==> src/hw/rx_sig_regs.vh <==
/*
 * Register offsets, field positions, reset values and encodings for the
 * receive signaling channel control block.
 * Assumes a byte-wide register port and 24 DS0 channels.
 */
`ifndef RX_SIG_REGS_VH
`define RX_SIG_REGS_VH

// ----------------------------------------------------------------------------
// Geometry
// ----------------------------------------------------------------------------
`define NUM_CHANNELS        24
`define CHAN_BITS           5
`define ADDR_BITS           8

// ----------------------------------------------------------------------------
// Register offsets (channel n at base + n)
// ----------------------------------------------------------------------------
`define CTRL_BASE           8'h00
`define SUBST_VAL_BASE      8'h20
`define SIG_ARRAY_BASE      8'h40
`define GLOBAL_CFG_ADDR     8'h60

// ----------------------------------------------------------------------------
// Channel control fields
// ----------------------------------------------------------------------------
`define SUBST_EN_BIT        6
`define OH_EN_BIT           5
`define DEB_EN_BIT          4
`define SUBST_FMT_HI        3
`define SUBST_FMT_LO        2
`define EXTR_FMT_HI         1
`define EXTR_FMT_LO         0
`define CTRL_RESET          8'h00
`define CTRL_WMASK          8'h7f

// ----------------------------------------------------------------------------
// Substitution value fields and array
// ----------------------------------------------------------------------------
`define SIG_A_BIT           3
`define SIG_B_BIT           2
`define SIG_C_BIT           1
`define SIG_D_BIT           0
`define SUBST_VAL_RESET     4'h0
`define SIG_ARRAY_RESET     4'h0

// ----------------------------------------------------------------------------
// Global configuration
// ----------------------------------------------------------------------------
`define SIG_IF_EN_BIT       0
`define GLOBAL_CFG_RESET    1'b0

// ----------------------------------------------------------------------------
// Format encodings (substitution and extraction share them)
// ----------------------------------------------------------------------------
`define FMT_NONE            2'h0
`define FMT_16CODE          2'h1
`define FMT_4CODE           2'h2
`define FMT_2CODE           2'h3

`endif

==> src/hw/rx_signal_ctrl.v <==
/*
 * Receive robbed-bit signaling substitution and extraction control for
 * 24 channels: control registers, substitution values, signaling array,
 * PCM signaling substitution and extracted-signaling outputs.
 * Assumes the framer presents one channel's ABCD per cycle with a strobe
 * and a channel number, and one separate PCM-side ABCD path with its own channel number.
 */
// Implementation choices: the strobed register port and the register offsets.
// Behaviour
// - Format 00 with substitution active replaces every received signaling bit with one.
// - Format 01 substitutes A, B, C, D; software loads substitute value bits 3-0.
// - Format 10 substitutes only A and B from the substitute value register.
// - Format 11 substitutes only A from the substitute value register.
// - Extraction format 00 extracts no signaling for the channel.
// - Extraction format 01 extracts all four bits A, B, C, D.
// - Extraction format 10 extracts only bits A and B.
// - Extraction format 11 extracts only bit A.
// - Extracted signaling goes to array, signaling pin if enabled, overhead if enabled.
// - Independent two-bit substitution (3-2) and extraction (1-0) fields, reset 00.
// - Substitution needs its enable and alters only the PCM output.
// - Substitute values: A bit 3, B bit 2, C bit 1, D bit 0.
// - With debounce, update array and pin after two equal consecutive superframes.
`timescale 1ns/1ns
`include "rx_sig_regs.vh"
module rx_signal_ctrl (
    clock,
    resetn,
    reg_addr,
    reg_wdata,
    reg_write,
    reg_read,
    reg_rdata,
    rx_sig_valid,
    rx_sig_chan,
    rx_sig_abcd,
    rx_sig_superframe,
    pcm_chan,
    pcm_sig_in,
    pcm_rx_serial_sig,
    signal_out_pin_valid,
    signal_out_pin_chan,
    signal_out_pin,
    overhead_out_pin_valid,
    overhead_out_pin
);
    input  wire [`ADDR_BITS-1:0]  reg_addr;
    input  wire                   clock;
    input  wire                   resetn;
    input  wire [7:0]             reg_wdata;
    input  wire                   reg_write;
    input  wire                   reg_read;
    output reg  [7:0]             reg_rdata;
    input  wire                   rx_sig_valid;
    input  wire [`CHAN_BITS-1:0]  rx_sig_chan;
    input  wire [3:0]             rx_sig_abcd;
    input  wire                   rx_sig_superframe;
    input  wire [`CHAN_BITS-1:0]  pcm_chan;
    input  wire [3:0]             pcm_sig_in;
    output reg  [3:0]             pcm_rx_serial_sig;
    output reg                    signal_out_pin_valid;
    output reg  [`CHAN_BITS-1:0]  signal_out_pin_chan;
    output reg  [3:0]             signal_out_pin;
    output reg                    overhead_out_pin_valid;
    output reg  [3:0]             overhead_out_pin;

    // ------------------------------------------------------------------------
    // Register storage
    // ------------------------------------------------------------------------
    reg  [6:0]  ctrl_q      [0:`NUM_CHANNELS-1];
    reg  [3:0]  subst_val_q [0:`NUM_CHANNELS-1];
    reg         sig_if_en_q;
    wire [3:0]  array_abcd  [0:`NUM_CHANNELS-1];

    wire [7:0]  ctrl_off  = reg_addr - `CTRL_BASE;
    wire [7:0]  subst_off = reg_addr - `SUBST_VAL_BASE;
    wire [7:0]  array_off = reg_addr - `SIG_ARRAY_BASE;
    wire        hit_ctrl  = (reg_addr >= `CTRL_BASE) && (ctrl_off < 8'h18);
    wire        hit_subst = (reg_addr >= `SUBST_VAL_BASE) && (subst_off < 8'h18);
    wire        hit_array = (reg_addr >= `SIG_ARRAY_BASE) && (array_off < 8'h18);

    // ------------------------------------------------------------------------
    // Extraction masking
    // ------------------------------------------------------------------------
    function [3:0] extract_mask;
        input [1:0] fmt;
        begin
            case (fmt)
                `FMT_NONE:   extract_mask = 4'h0;
                `FMT_16CODE: extract_mask = 4'hf;
                `FMT_4CODE:  extract_mask = 4'hc;
                default:     extract_mask = 4'h8;
            endcase
        end
    endfunction

    genvar ch;
    generate
        for (ch = 0; ch < `NUM_CHANNELS; ch = ch + 1) begin : g_chan
            wire [6:0] c    = ctrl_q[ch];
            wire       hit  = rx_sig_valid && (rx_sig_chan == ch);
            // Bits outside the chosen format read as zero in the array
            wire [3:0] extr = rx_sig_abcd & extract_mask(c[`EXTR_FMT_HI:`EXTR_FMT_LO]);

            always @(posedge clock) begin
                if (!resetn) begin
                    ctrl_q[ch]      <= 7'h00;
                    subst_val_q[ch] <= `SUBST_VAL_RESET;
                end else if (reg_write) begin
                    if (hit_ctrl && ctrl_off[4:0] == ch) begin
                        ctrl_q[ch] <= reg_wdata[6:0];
                    end
                    if (hit_subst && subst_off[4:0] == ch) begin
                        subst_val_q[ch] <= reg_wdata[3:0];
                    end
                end
            end

            // Format 00 skips the array update entirely
            sig_debounce u_deb (
                .clock        (clock),
                .resetn       (resetn),
                .sample_valid (hit && rx_sig_superframe &&
                               (c[`EXTR_FMT_HI:`EXTR_FMT_LO] != `FMT_NONE)),
                .sample_abcd  (extr),
                .deb_en       (c[`DEB_EN_BIT]),
                .held_abcd    (array_abcd[ch])
            );
        end
    endgenerate

    // ------------------------------------------------------------------------
    // Register read port
    // ------------------------------------------------------------------------
    always @(posedge clock) begin
        if (!resetn) begin
            reg_rdata <= 8'h00;
        end else if (reg_read) begin
            if (hit_ctrl) begin
                reg_rdata <= {1'b0, ctrl_q[ctrl_off[4:0]]};
            end else if (hit_subst) begin
                reg_rdata <= {4'h0, subst_val_q[subst_off[4:0]]};
            end else if (hit_array) begin
                reg_rdata <= {4'h0, array_abcd[array_off[4:0]]};
            end else if (reg_addr == `GLOBAL_CFG_ADDR) begin
                reg_rdata <= {7'h00, sig_if_en_q};
            end else begin
                reg_rdata <= 8'h00;
            end
        end else begin
            reg_rdata <= 8'h00;
        end
    end

    always @(posedge clock) begin
        if (!resetn) begin
            sig_if_en_q <= `GLOBAL_CFG_RESET;
        end else if (reg_write && reg_addr == `GLOBAL_CFG_ADDR) begin
            sig_if_en_q <= reg_wdata[`SIG_IF_EN_BIT];
        end
    end

    // ------------------------------------------------------------------------
    // PCM signaling substitution
    // ------------------------------------------------------------------------
    wire [6:0] pc = ctrl_q[pcm_chan];
    wire [3:0] sv = subst_val_q[pcm_chan];
    reg  [3:0] pcm_d;

    always @* begin
        pcm_d = pcm_sig_in;
        if (pc[`SUBST_EN_BIT]) begin
            case (pc[`SUBST_FMT_HI:`SUBST_FMT_LO])
                `FMT_NONE:   pcm_d = 4'hf;
                `FMT_16CODE: pcm_d = {sv[`SIG_A_BIT], sv[`SIG_B_BIT],
                                      sv[`SIG_C_BIT], sv[`SIG_D_BIT]};
                `FMT_4CODE:  pcm_d = {sv[`SIG_A_BIT], sv[`SIG_B_BIT], pcm_sig_in[1:0]};
                default:     pcm_d = {sv[`SIG_A_BIT], pcm_sig_in[2:0]};
            endcase
        end
    end

    always @(posedge clock) begin
        if (!resetn) begin
            pcm_rx_serial_sig <= 4'h0;
        end else begin
            pcm_rx_serial_sig <= pcm_d;
        end
    end

    // ------------------------------------------------------------------------
    // Extracted signaling outputs
    // ------------------------------------------------------------------------
    // Substituted values never reach these; they read the array only
    wire [6:0] rc     = ctrl_q[rx_sig_chan];
    wire       r_extr = rx_sig_valid && (rc[`EXTR_FMT_HI:`EXTR_FMT_LO] != `FMT_NONE);

    always @(posedge clock) begin
        if (!resetn) begin
            signal_out_pin_valid   <= 1'b0;
            signal_out_pin_chan    <= {`CHAN_BITS{1'b0}};
            signal_out_pin         <= 4'h0;
            overhead_out_pin_valid <= 1'b0;
            overhead_out_pin       <= 4'h0;
        end else begin
            signal_out_pin_valid   <= r_extr && sig_if_en_q;
            signal_out_pin_chan    <= rx_sig_chan;
            signal_out_pin         <= array_abcd[rx_sig_chan];
            overhead_out_pin_valid <= r_extr && rc[`OH_EN_BIT];
            overhead_out_pin       <= array_abcd[rx_sig_chan];
        end
    end
endmodule

==> src/hw/sig_debounce.v <==
/*
 * Per-channel signaling state holder with optional two-superframe debounce.
 * Assumes the superframe strobe marks when a channel's ABCD sample is final.
 */
`timescale 1ns/1ns
`include "rx_sig_regs.vh"
module sig_debounce (
    clock,
    resetn,
    sample_valid,
    sample_abcd,
    deb_en,
    held_abcd
);
    input  wire       clock;
    input  wire       resetn;
    input  wire       sample_valid;
    input  wire [3:0] sample_abcd;
    input  wire       deb_en;
    output wire [3:0] held_abcd;

    reg [3:0] last_q;
    reg [3:0] held_q;

    assign held_abcd = held_q;

    always @(posedge clock) begin
        if (!resetn) begin
            last_q <= `SIG_ARRAY_RESET;
            held_q <= `SIG_ARRAY_RESET;
        end else if (sample_valid) begin
            last_q <= sample_abcd;
            // With debounce on, unequal consecutive superframes leave the held state alone
            if (!deb_en || (sample_abcd == last_q)) begin
                held_q <= sample_abcd;
            end
        end
    end
endmodule

==> config.mk <==
export PLATFORM = sky130hd
export DESIGN_NAME = rx_signal_ctrl
export DESIGN_NICKNAME = d
export VERILOG_FILES = /design/src/hw/rx_signal_ctrl.v /design/src/hw/sig_debounce.v
export VERILOG_INCLUDE_DIRS = /design/src /design/src/hw
export SDC_FILE = /design/constraint.sdc
export NUM_CORES = 1
export LEC_CHECK = 0
export BUFFER_PORTS_ARGS = -buffer_cell sky130_fd_sc_hd__buf_2
export CAP_MARGIN = 20
export CORE_AREA = 10 10 225 281
export DETAILED_ROUTE_END_ITERATION = 6
export DIE_AREA = 0 0 235 291
export PLACE_DENSITY = 0.66
export RECOVER_POWER = 100
export SYNTH_ARGS = -nofsm -noshare
export SYNTH_HDL_FRONTEND = slang
export SYNTH_HIERARCHICAL = 1
export SYNTH_SLANG_ARGS = --single-unit
==> constraint.sdc <==
create_clock -name clock -period 6.31 [get_ports clock]
set_clock_uncertainty 0.1 [all_clocks]
set_input_delay 0 -clock clock [delete_from_list [all_inputs] [get_ports clock]]
set_output_delay 0 -clock clock [all_outputs]
set_load 0.02 [all_outputs]
==> results of run 1 <==
-- per-stage QoR --
step | utilization, % | cells | power (uW) | instance area (sq um) | hold slack [ps]
final | 54.1 | 3398 | 7620 | 31300 | 64.2
after global placement | 50.9 | 3270 | 4670 | 29400 | 145
after floorplan | - | 2551 | 4350 | 28600 | 34.9
after global routing | 54.1 | 3398 | 7880 | 31300 | 64.1
after detailed placement | 50.9 | 3271 | 4710 | 29400 | 150
after CTS | 54.1 | 3383 | 7660 | 31300 | 21.7
-- how the worst max path moves through the flow --
stage,startpoint,endpoint,depth (start not counted)
6_report,reg_addr[1],reg_rdata[0]$_SDFF_PN0_,10
5_1_grt,reg_addr[1],reg_rdata[0]$_SDFF_PN0_,10
4_1_cts,pcm_chan[0],pcm_rx_serial_sig[1]$_SDFF_PN0_,8
3_5_place_dp,pcm_chan[0],pcm_rx_serial_sig[1]$_SDFF_PN0_,7
3_3_place_gp,pcm_chan[0],pcm_rx_serial_sig[1]$_SDFF_PN0_,7
2_1_floorplan,rx_sig_chan[0],g_chan[21].u_deb/held_abcd[3]$_SDFFE_PN0P_,11
-- critical path: stages --
cell           delay (ps)
clkbuf_1             1670
buf_4                 680
buf_4                 540
mux4_2                570
mux2i_1               220
a22o_1                180
a211oi_1               60
a21oi_1               190
a221oi_1              110
dlygate4sd3_1         600
-- cell type report --
type / count / area, sq um
well taps: 757 / 947
clock buffers: 65 / 1360
fillers: 4933 / 26600
multi-input cells: 1846 / 15300
clock inverters: 21 / 230
flip-flops and latches: 479 / 12200
inverters: 83 / 312
repair buffers: 147 / 887
-- cell usage in the layout (no fill, tap or decap), types with 74 or more instances in the layout --
cell	n
and2_1	151
nor2_1	158
nand2_1	242
a311oi_1	99
and2b_1	74
a211oi_1	102
mux2i_1	139
and2_0	182
dfxtp_1	215
mux4_2	166
xnor2_1	98
edfxtp_1	264
inv_1	83
-- what timing repair did --
item,CTS,global route
hold buffers,26,0
endpoints found under the hold margin,104,0
resized for setup,0,0
-- metal layers --
layer  vias up  GRT usage [%]
li1       9460              -
met1     10400           27.8
met2       792           39.6
met3       209           3.16
met4         0           11.9
met5         -              0
-- cell families (layout without fill, tap and decap cells) --
| group | after synthesis | after routing |
|---|---|---|
| AOI/OAI and AO/OA | 318 | 318 |
| xor gates and xnor gates | 98 | 98 |
| adders and majority gates | 73 | 73 |
| buffers and inverters | 226 | 316 |
| DFF | 479 | 479 |
| muxes | 323 | 323 |
| other | 1 | 1 |
| and+or+nand+nor | 1033 | 1033 |
-- power by group --
group | switching [uW] | internal, uW
clock network | 1250 | 1710
registers | 144 | 3450
logic | 616 | 461
total | 2010 | 5620
-- sequential cells by signal, summed over array words and instances (netlist names) --
signal	flops
pcm_rx_serial_sig	4
overhead_out_pin	4
g_chan.u_deb/held_abcd	96
g_chan.u_deb/last_q	96
reg_rdata	7
ctrl_q	168
signal_out_pin_chan	5
overhead_out_pin_valid	1
sig_if_en_q	1
subst_val_q	96
signal_out_pin_valid	1
==> impl_metrics.json, run 1 <==
{
  "max_freq_mhz": 221,
  "cts_root_buf": "clkbuf_16",
  "antenna_cells": 0,
  "port_buffers": 64,
  "slew_headroom_pct": -59.2,
  "drv_cap": 3,
  "setup_viol": 0,
  "final_layout_size_suffix_gt1_share_pct": 13.9,
  "start_util_pct": 49.4,
  "core_sq_um": 57800,
  "syn2layout_area_growth_pct": 9.39,
  "post-place-ws_ps": 2950,
  "design.die.area_sq_um": 68400,
  "r2r-start": "subst_val_q[5][0]$_SDFFCE_PN0P_",
  "vias": 20900,
  "setup_tns_ps": 0,
  "wl_met2_mm": 40.0,
  "yosysMostFrequentCell": "and2_1",
  "ff2ff_path_depth": 6,
  "synth_xor_area_share_pct": 3.00,
  "wire_per_inst_um": 23.7,
  "synth_largest_area_cell": "edfxtp_1",
  "r2r_end": "pcm_rx_serial_sig[0]$_SDFF_PN0_",
  "antenna_left": 0,
  "drt-initial-drc-count": 1711,
  "top_layer": "met4",
  "start_kind": "input port",
  "ir_drop_mv": 0.242,
  "synth_fa_ha_area_share_pct": 3.20,
  "ys_types": 56,
  "fin_ws_ps": 1790,
  "rsz0062_at_grt": "no",
  "synth_ff_type": "edfxtp_1",
  "grt_use_total_pct": 23.0,
  "leakage_uw": 0.0109,
  "drc": 0,
  "synth_edf_count": 264,
  "place_congestion": 0.938,
  "violations": "max-capacitance violations, max-slew violations",
  "viasPerCell": 6.14,
  "post_cts_buffers": 0,
  "postSynthCellCount": 2551,
  "cts-buffers-inserted": 48,
  "clk_path_buf_depth": 3,
  "cts.sinks": 479,
  "critical_path_peak_fanout": 39,
  "outcome": "finished with violations",
  "synth_compound_area_share_pct": 8.23,
  "die_w_um": 235,
  "power.density_nw_per_um2": 244,
  "io_pins": 67,
  "synth_seq_cells": 479,
  "ys_seq_area_share_pct": 42.8,
  "ys_top_cells_by_area": "edfxtp_1 (28%), dfxtp_1 (15%), mux4_2 (13%)",
  "synth_area_sq_um": 28600,
  "dp_hpwl_mm": 57.4,
  "grt_pass1_vias": 21000,
  "synth.net_count": 2664,
  "finalCriticalPeriod_ps": 4520,
  "tightest_slew_ps": 2390,
  "ys_async_sr_fraction_pct": 0,
  "clk_pin_slew_ps": 70,
  "ff2ff_setup_slack_ps": 3070,
  "die_h_um": 291,
  "cts_tree": "done",
  "min_from": "rx_sig_superframe",
  "critPathRequiredTime_ps": 6680,
  "end_kind": "register",
  "first_pass_iters": 6,
  "route.met3.wl_mm": 5.01,
  "antenna_found_initial": 0,
  "synth_top_family_by_area": "simple AND/OR/NAND/NOR gates",
  "final_max_slew_viol_count": 117,
  "wirelength_mm": 80.5,
  "hold_viol_final": 0,
  "grt_max_degree": 51,
  "worstSkewPairLatency_ps": 600,
  "hold_depth": 6,
  "worst_ep_arrival_time_ps": 4890,
  "synth-simple-area-share_pct": 20.1,
  "synth_mux_area_share_pct": 19.0,
  "grt_pass1_wl_mm": 124,
  "synth.avg_cell_area_sq_um": 11.2,
  "synth_top_area_share_pct": 27.7,
  "ys_warn_count": 6,
  "finalNetCount": 2718,
  "num_rows": 99,
  "hold_path.class": "in -> reg",
  "cts_htree_levels": 2,
  "ys_top_cells_by_count": "and2_1 (333), edfxtp_1 (264), nand2_1 (242)",
  "holdPathEnd": "g_chan[5].u_deb/last_q[2]$_SDFFE_PN0P_",
  "grt_overflow_total": 0,
  "period_share_pct": 71.6,
  "drt-met1-wl_mm": 31.2,
  "critical_path_class": "in -> reg"
}
No activity file was read; power rests on OpenSTA's default activity.
==> inputs of run 2 (changes only) <==
==> constraint.sdc (replaced) <==
create_clock -name clock -period 4.2 [get_ports clock]
set_clock_uncertainty 0.1 [all_clocks]
set_input_delay 0 -clock clock [delete_from_list [all_inputs] [get_ports clock]]
set_output_delay 0 -clock clock [all_outputs]
set_load 0.02 [all_outputs]
==> run 2 against run 1 <==
Register-to-register slack got worse by 2000 ps. Highest routed layer unchanged. Core utilization rose by 0.13 points. Cell area rose by 0.24%. Largest cell class unchanged. Hold slack improved by 38 ps. Setup slack got worse by 1100 ps. The run still ends with max-capacitance violations, max-slew violations left. Cell count rose by 0.44%. Count of clock-buffer cells in the layout rose by 8.
==> impl_metrics.json, run 2 (synthesis results as in run 1) <==
{
  "mostFrequentLayoutCells": "edfxtp_1 (264), nand2_1 (242), dfxtp_1 (215)",
  "cts_tree": "done",
  "regMostFlops": "ctrl_q",
  "setup_viol": 0,
  "syn2layout_area_growth_pct": 9.65,
  "grt_max_degree": 56,
  "cts_resized": 0,
  "cts_htree_levels": 2,
  "finalNetCount": 2729,
  "core_sq_um": 57800,
  "rsz0062_at_grt": "no",
  "dp_hpwl_mm": 58.2,
  "port_buffers": 64,
  "leakage_uw": 0.0109,
  "hold_path.class": "in -> reg",
  "first_pass_iters": 5,
  "outcome": "finished with violations",
  "period_share_pct": 83.7,
  "ir_drop_mv": 0.336,
  "worst_ep_arrival_time_ps": 3900,
  "viasPerCell": 6.14,
  "grt_pass1_wl_mm": 125,
  "clk_path_buf_depth": 3,
  "place_congestion": 0.936,
  "layout_commonest_cell": "edfxtp_1",
  "fin_cells": 3413,
  "antenna_found_initial": 1,
  "clk_pin_slew_ps": 70,
  "fin_util_pct": 54.2,
  "die_w_um": 235,
  "io_pins": 67,
  "design.die.area_sq_um": 68400,
  "wirelength_mm": 80.9,
  "num_rows": 99,
  "largest_reg_flops": 168,
  "critical_path_class": "in -> reg",
  "wire_per_inst_um": 23.7,
  "start_kind": "input port",
  "slew_headroom_pct": -5.83,
  "start_util_pct": 49.4,
  "place_inst": 3292,
  "max_freq_mhz": 285,
  "final_max_slew_viol_count": 76,
  "grt_use_total_pct": 23.0,
  "drt-initial-drc-count": 1870,
  "drv_cap": 3,
  "antenna_cells": 0,
  "end_kind": "register",
  "cts.sinks": 479,
  "setup_tns_ps": 0,
  "tightest_slew_ps": 1590,
  "die_h_um": 291,
  "cts_root_buf": "clkbuf_16",
  "drc": 0,
  "grt_overflow_total": 0,
  "grt_pass1_vias": 21400,
  "power.density_nw_per_um2": 371,
  "fin_total_pwr_uw": 11600,
  "cts-buffers-inserted": 50,
  "hold_viol_final": 0,
  "worstSkewPairLatency_ps": 600,
  "final_layout_size_suffix_gt1_share_pct": 13.0,
  "vias": 21000,
  "critical_path_peak_fanout": 55,
  "finalCriticalPeriod_ps": 3510,
  "violations": "max-capacitance violations, max-slew violations",
  "critPathRequiredTime_ps": 4590,
  "antenna_left": 0
}
==> run 2: cell types whose count changed in the layout (fill, tap and decap cells not counted), moves of 2 or more <==
| cell | before | now |
|---|---|---|
| clkbuf_1 | 62 | 85 |
| and2b_1 | 74 | 89 |
| and2b_2 | 22 | 7 |
| buf_4 | 33 | 20 |
| clkbuf_16 | 49 | 54 |
| bufinv_16 | 5 | 3 |
| clkbuf_8 | 7 | 9 |
| clkinv_2 | 13 | 11 |
| mux2_1 | 2 | 0 |
| mux2_2 | 9 | 11 |
==> run 2: final timing paths <==
kind / from / depth (start not counted) / slack, ps / endpoint
setup / recovery: reg_addr[0] / 7 / 690 / reg_rdata[0]$_SDFF_PN0_
hold / removal: rx_sig_abcd[3] / 4 / 100 / g_chan[12].u_deb/held_abcd[3]$_SDFFE_PN0P_
setup reg to reg: ctrl_q[23][0]$_SDFFCE_PN0P_ / 8 / 1030 / overhead_out_pin_valid$_SDFF_PN0_
hold reg to reg: g_chan[18].u_deb/last_q[1]$_SDFFE_PN0P_ / 2 / 410 / g_chan[18].u_deb/last_q[1]$_SDFFE_PN0P_
==> run 2: through the flow <==
| stage | cell area (sq um) | hold slack, ps | setup WS, ps |
|---|---|---|---|
| 2_1_floorplan | 28600 | 34.9 | 1730 |
| 3_3_place_gp | 29600 | 148 | 1160 |
| 3_5_place_dp | 29600 | 146 | 1130 |
| 4_1_cts | 31600 | 29.3 | 1090 |
| 5_1_grt | 31300 | 137 | 456 |
| 6_report | 31300 | 102 | 686 |
==> run 2: area by class of cell <==
class	instances	area, sq um
Fill cell	4960	26500
Multi-Input combinational cell	1846	15300
Sequential cell	479	12200
Clock buffer	73	1510
Tap cell	757	947
Timing Repair Buffer	156	878
Inverter	83	312
Clock inverter	19	176
==> run 2: per-layer routing <==
metal	GRT usage (%)	up-vias	part of all wire, %
li1	-	9483	-
met1	27.7	10400	39
met2	39.8	851	49
met3	3.19	197	6.4
met4	11.6	0	5.4
met5	0	-	0
==> run 2: power by group <==
part           internal, uW  switching, uW
clock                  2680           1910
combinational           695            938
sequential             5180            219
==> run 2: repair_timing <==
item,CTS,global route
hold endpoints to repair,145,0
hold buffers,27,0
buffers inserted,0,0
==> run 2: worst max-delay path, cell delays in order <==
cell and delay [ps]:
buf_6 530, clkbuf_1 1170, mux4_2 630, mux4_2 530
mux2i_1 270, a221oi_1 120, dlygate4sd3_1 600
==> inputs of run 3 (changes only) <==
--- a/config.mk
+++ b/config.mk
@@ -11,7 +11,7 @@
 export CORE_AREA = 10 10 225 281
 export DETAILED_ROUTE_END_ITERATION = 6
 export DIE_AREA = 0 0 235 291
-export PLACE_DENSITY = 0.66
+export PLACE_DENSITY = 0.68
 export RECOVER_POWER = 100
 export SYNTH_ARGS = -nofsm -noshare
 export SYNTH_HDL_FRONTEND = slang
==> constraint.sdc (replaced) <==
create_clock -name clock -period 2.93 [get_ports clock]
set_clock_uncertainty 0.1 [all_clocks]
set_input_delay 0 -clock clock [delete_from_list [all_inputs] [get_ports clock]]
set_output_delay 0 -clock clock [all_outputs]
set_load 0.02 [all_outputs]
==> run 3 against run 2 <==
The flow now finishes without violations. Die area is the same. Cell area grew 1.4%. Routed wire length grew 0.59%. Cell count grew 1.5%. Combinational power grew 46%. Critical endpoint is now pcm_rx_serial_sig[2]$_SDFF_PN0_. Highest routed layer unchanged.
==> impl_metrics.json, run 3 (synthesis results as in run 1) <==
{
  "outcome": "completed",
  "post_cts_buffers": 0,
  "port_buffers": 64,
  "die_h_um": 291,
  "rsz0062_at_grt": "no",
  "r2r-start": "ctrl_q[10][2]$_SDFFCE_PN0P_",
  "switching_share_pct": 26.4,
  "wire_per_inst_um": 23.5,
  "setup_tns_ps": 0,
  "core_sq_um": 57800,
  "p_int_uw": 12500,
  "worstSkewPairLatency_ps": 610,
  "hold_viol_final": 0,
  "power.density_nw_per_um2": 533,
  "largest_reg_flops": 168,
  "end_kind": "register",
  "io_pins": 67,
  "holdPathEnd": "subst_val_q[13][0]$_SDFFCE_PN0P_",
  "start_util_pct": 49.4,
  "layout_commonest_cell": "edfxtp_1",
  "vias": 21200,
  "drc": 0,
  "num_rows": 99,
  "syn2layout_area_growth_pct": 11.2,
  "tightest_slew_ps": 1140,
  "grt_pass1_wl_mm": 125,
  "die_w_um": 235,
  "start_kind": "register",
  "design.die.area_sq_um": 68400,
  "placed_cell_area_sq_um": 30100,
  "finalNetCount": 2780,
  "drv_cap": 0,
  "antenna_found_initial": 0,
  "viasPerCell": 6.12,
  "finalCriticalPeriod_ps": 2900,
  "period_share_pct": 98.9,
  "switching_power_uw": 4480,
  "clk_path_buf_depth": 3,
  "drt-initial-drc-count": 1755,
  "ir_drop_mv": 0.441,
  "slew_headroom_pct": 24.1,
  "antenna_cells": 0,
  "wirelength_mm": 81.4,
  "final_max_slew_viol_count": 0,
  "mostFrequentLayoutCells": "edfxtp_1 (264), nand2_1 (242), dfxtp_1 (215)",
  "ff2ff_setup_slack_ps": 30,
  "setup_viol": 0,
  "r2r_end": "pcm_rx_serial_sig[2]$_SDFF_PN0_",
  "grt_use_total_pct": 23.2,
  "cts-buffers-inserted": 50,
  "power.share.sequential_pct": 45.7,
  "critical_path_peak_fanout": 3,
  "leakage_uw": 0.0111,
  "final_cell_area_sq_um": 31800,
  "final_layout_size_suffix_gt1_share_pct": 13.7,
  "ff2ff_path_depth": 7,
  "worst_ep_arrival_time_ps": 3280,
  "first_pass_iters": 6,
  "combPwrFrac_pct": 14.1,
  "hold_depth": 4,
  "dp_hpwl_mm": 59.6,
  "hold_path.class": "in -> reg",
  "max_freq_mhz": 345,
  "grt_overflow_total": 0,
  "clk_pin_slew_ps": 60,
  "critical_path_class": "reg -> reg",
  "cts_htree_levels": 2,
  "place_congestion": 0.937,
  "regMostFlops": "ctrl_q",
  "critPathRequiredTime_ps": 3310,
  "cts_tree": "done",
  "grt_pass1_vias": 21200,
  "clock_power_share_pct": 40.2,
  "antenna_left": 0,
  "grt_max_degree": 51,
  "min_from": "reg_write",
  "cts.sinks": 479,
  "cts_root_buf": "clkbuf_16"
}
[run 3: cell types whose count changed in the layout (fill, tap and decap cells not counted), moves of 3 or more]
cell / delta
clkbuf_16: -3
buf_12: +7
clkbuf_1: +19
clkinv_1: +4
and2_1: +9
bufinv_16: +6
and2_0: -9
buf_4: +16
clkinvlp_4: +5
clkbuf_8: -9
inv_6: +3
clkinv_2: -6
[run 3: worst max path at each step]
stage	from	endpoint	slack, ps	depth (start not counted)
2_1_floorplan	rx_sig_chan[0]	g_chan[21].u_deb/held_abcd[3]$_SDFFE_PN0P_	460	11
3_3_place_gp	pcm_chan[0]	pcm_rx_serial_sig[1]$_SDFF_PN0_	330	7
3_5_place_dp	pcm_chan[0]	pcm_rx_serial_sig[1]$_SDFF_PN0_	310	7
4_1_cts	g_chan[20].u_deb/held_abcd[0]$_SDFFE_PN0P_	reg_rdata[0]$_SDFF_PN0_	50	7
5_1_grt	g_chan[20].u_deb/held_abcd[0]$_SDFFE_PN0P_	reg_rdata[0]$_SDFF_PN0_	10	7
6_report	ctrl_q[10][2]$_SDFFCE_PN0P_	pcm_rx_serial_sig[2]$_SDFF_PN0_	30	7
[run 3: repair_timing]
| item | 4_1_cts | 5_1_grt |
|---|---|---|
| hold buffers | 29 | 0 |
| setup endpoints to repair | 0 | 2 |
| hold endpoints to repair | 141 | 0 |
| gates resized for setup | 0 | 2 |
[run 3: stage by stage]
step / util (%) / hold slack, ps / worst slack (ps) / power [uW] / instances
6_report: 54.9 / 84.7 / 33.2 / 16900 / 3465
5_1_grt: 54.9 / 122 / 11.9 / 17500 / 3465
4_1_cts: 55.5 / 65.8 / 52.3 / 17000 / 3465
3_5_place_dp: 52.0 / 150 / 309 / 10200 / 3343
3_3_place_gp: 52.0 / 147 / 332 / 10100 / 3343
2_1_floorplan: - / 34.9 / 461 / 9370 / 2551
[run 3: layout make-up]
class	count	area (sq um)
inverter	83	312
clock inverter	36	444
sequential	479	12200
tap	757	947
multi-input combinational	1846	15300
clock buffer	57	1300
fill	4897	26100
timing repair buffer	207	1270
[run 3: critical path, cell delays in order (launching register included)]
cell and delay, ps:
edfxtp_1 430, mux4_2 480, mux2i_1 180, nor2_1 120, or3_1 470, xnor2_1 170
o221a_2 270, dlygate4sd3_1 550
[run 3: power by group through the flow]
stage / clock network (uW) / registers [uW] / logic (uW)
6_report: 6820 / 7740 / 2380
5_1_grt: 7170 / 7780 / 2540
4_1_cts: 6900 / 7730 / 2390
3_5_place_dp: 0 / 7870 / 2350
3_3_place_gp: 0 / 7850 / 2280
2_1_floorplan: 0 / 7740 / 1630
[run 3: per-layer routing]
layer  global-route usage [%]  vias to the layer above  routed length [um]
met1                     28.0                    10600               31800
met2                     39.6                      835               40000
li1                         -                     9587                   -
met4                     12.1                        0                4540
met3                     3.24                      208                5080
met5                        0                        -                   0
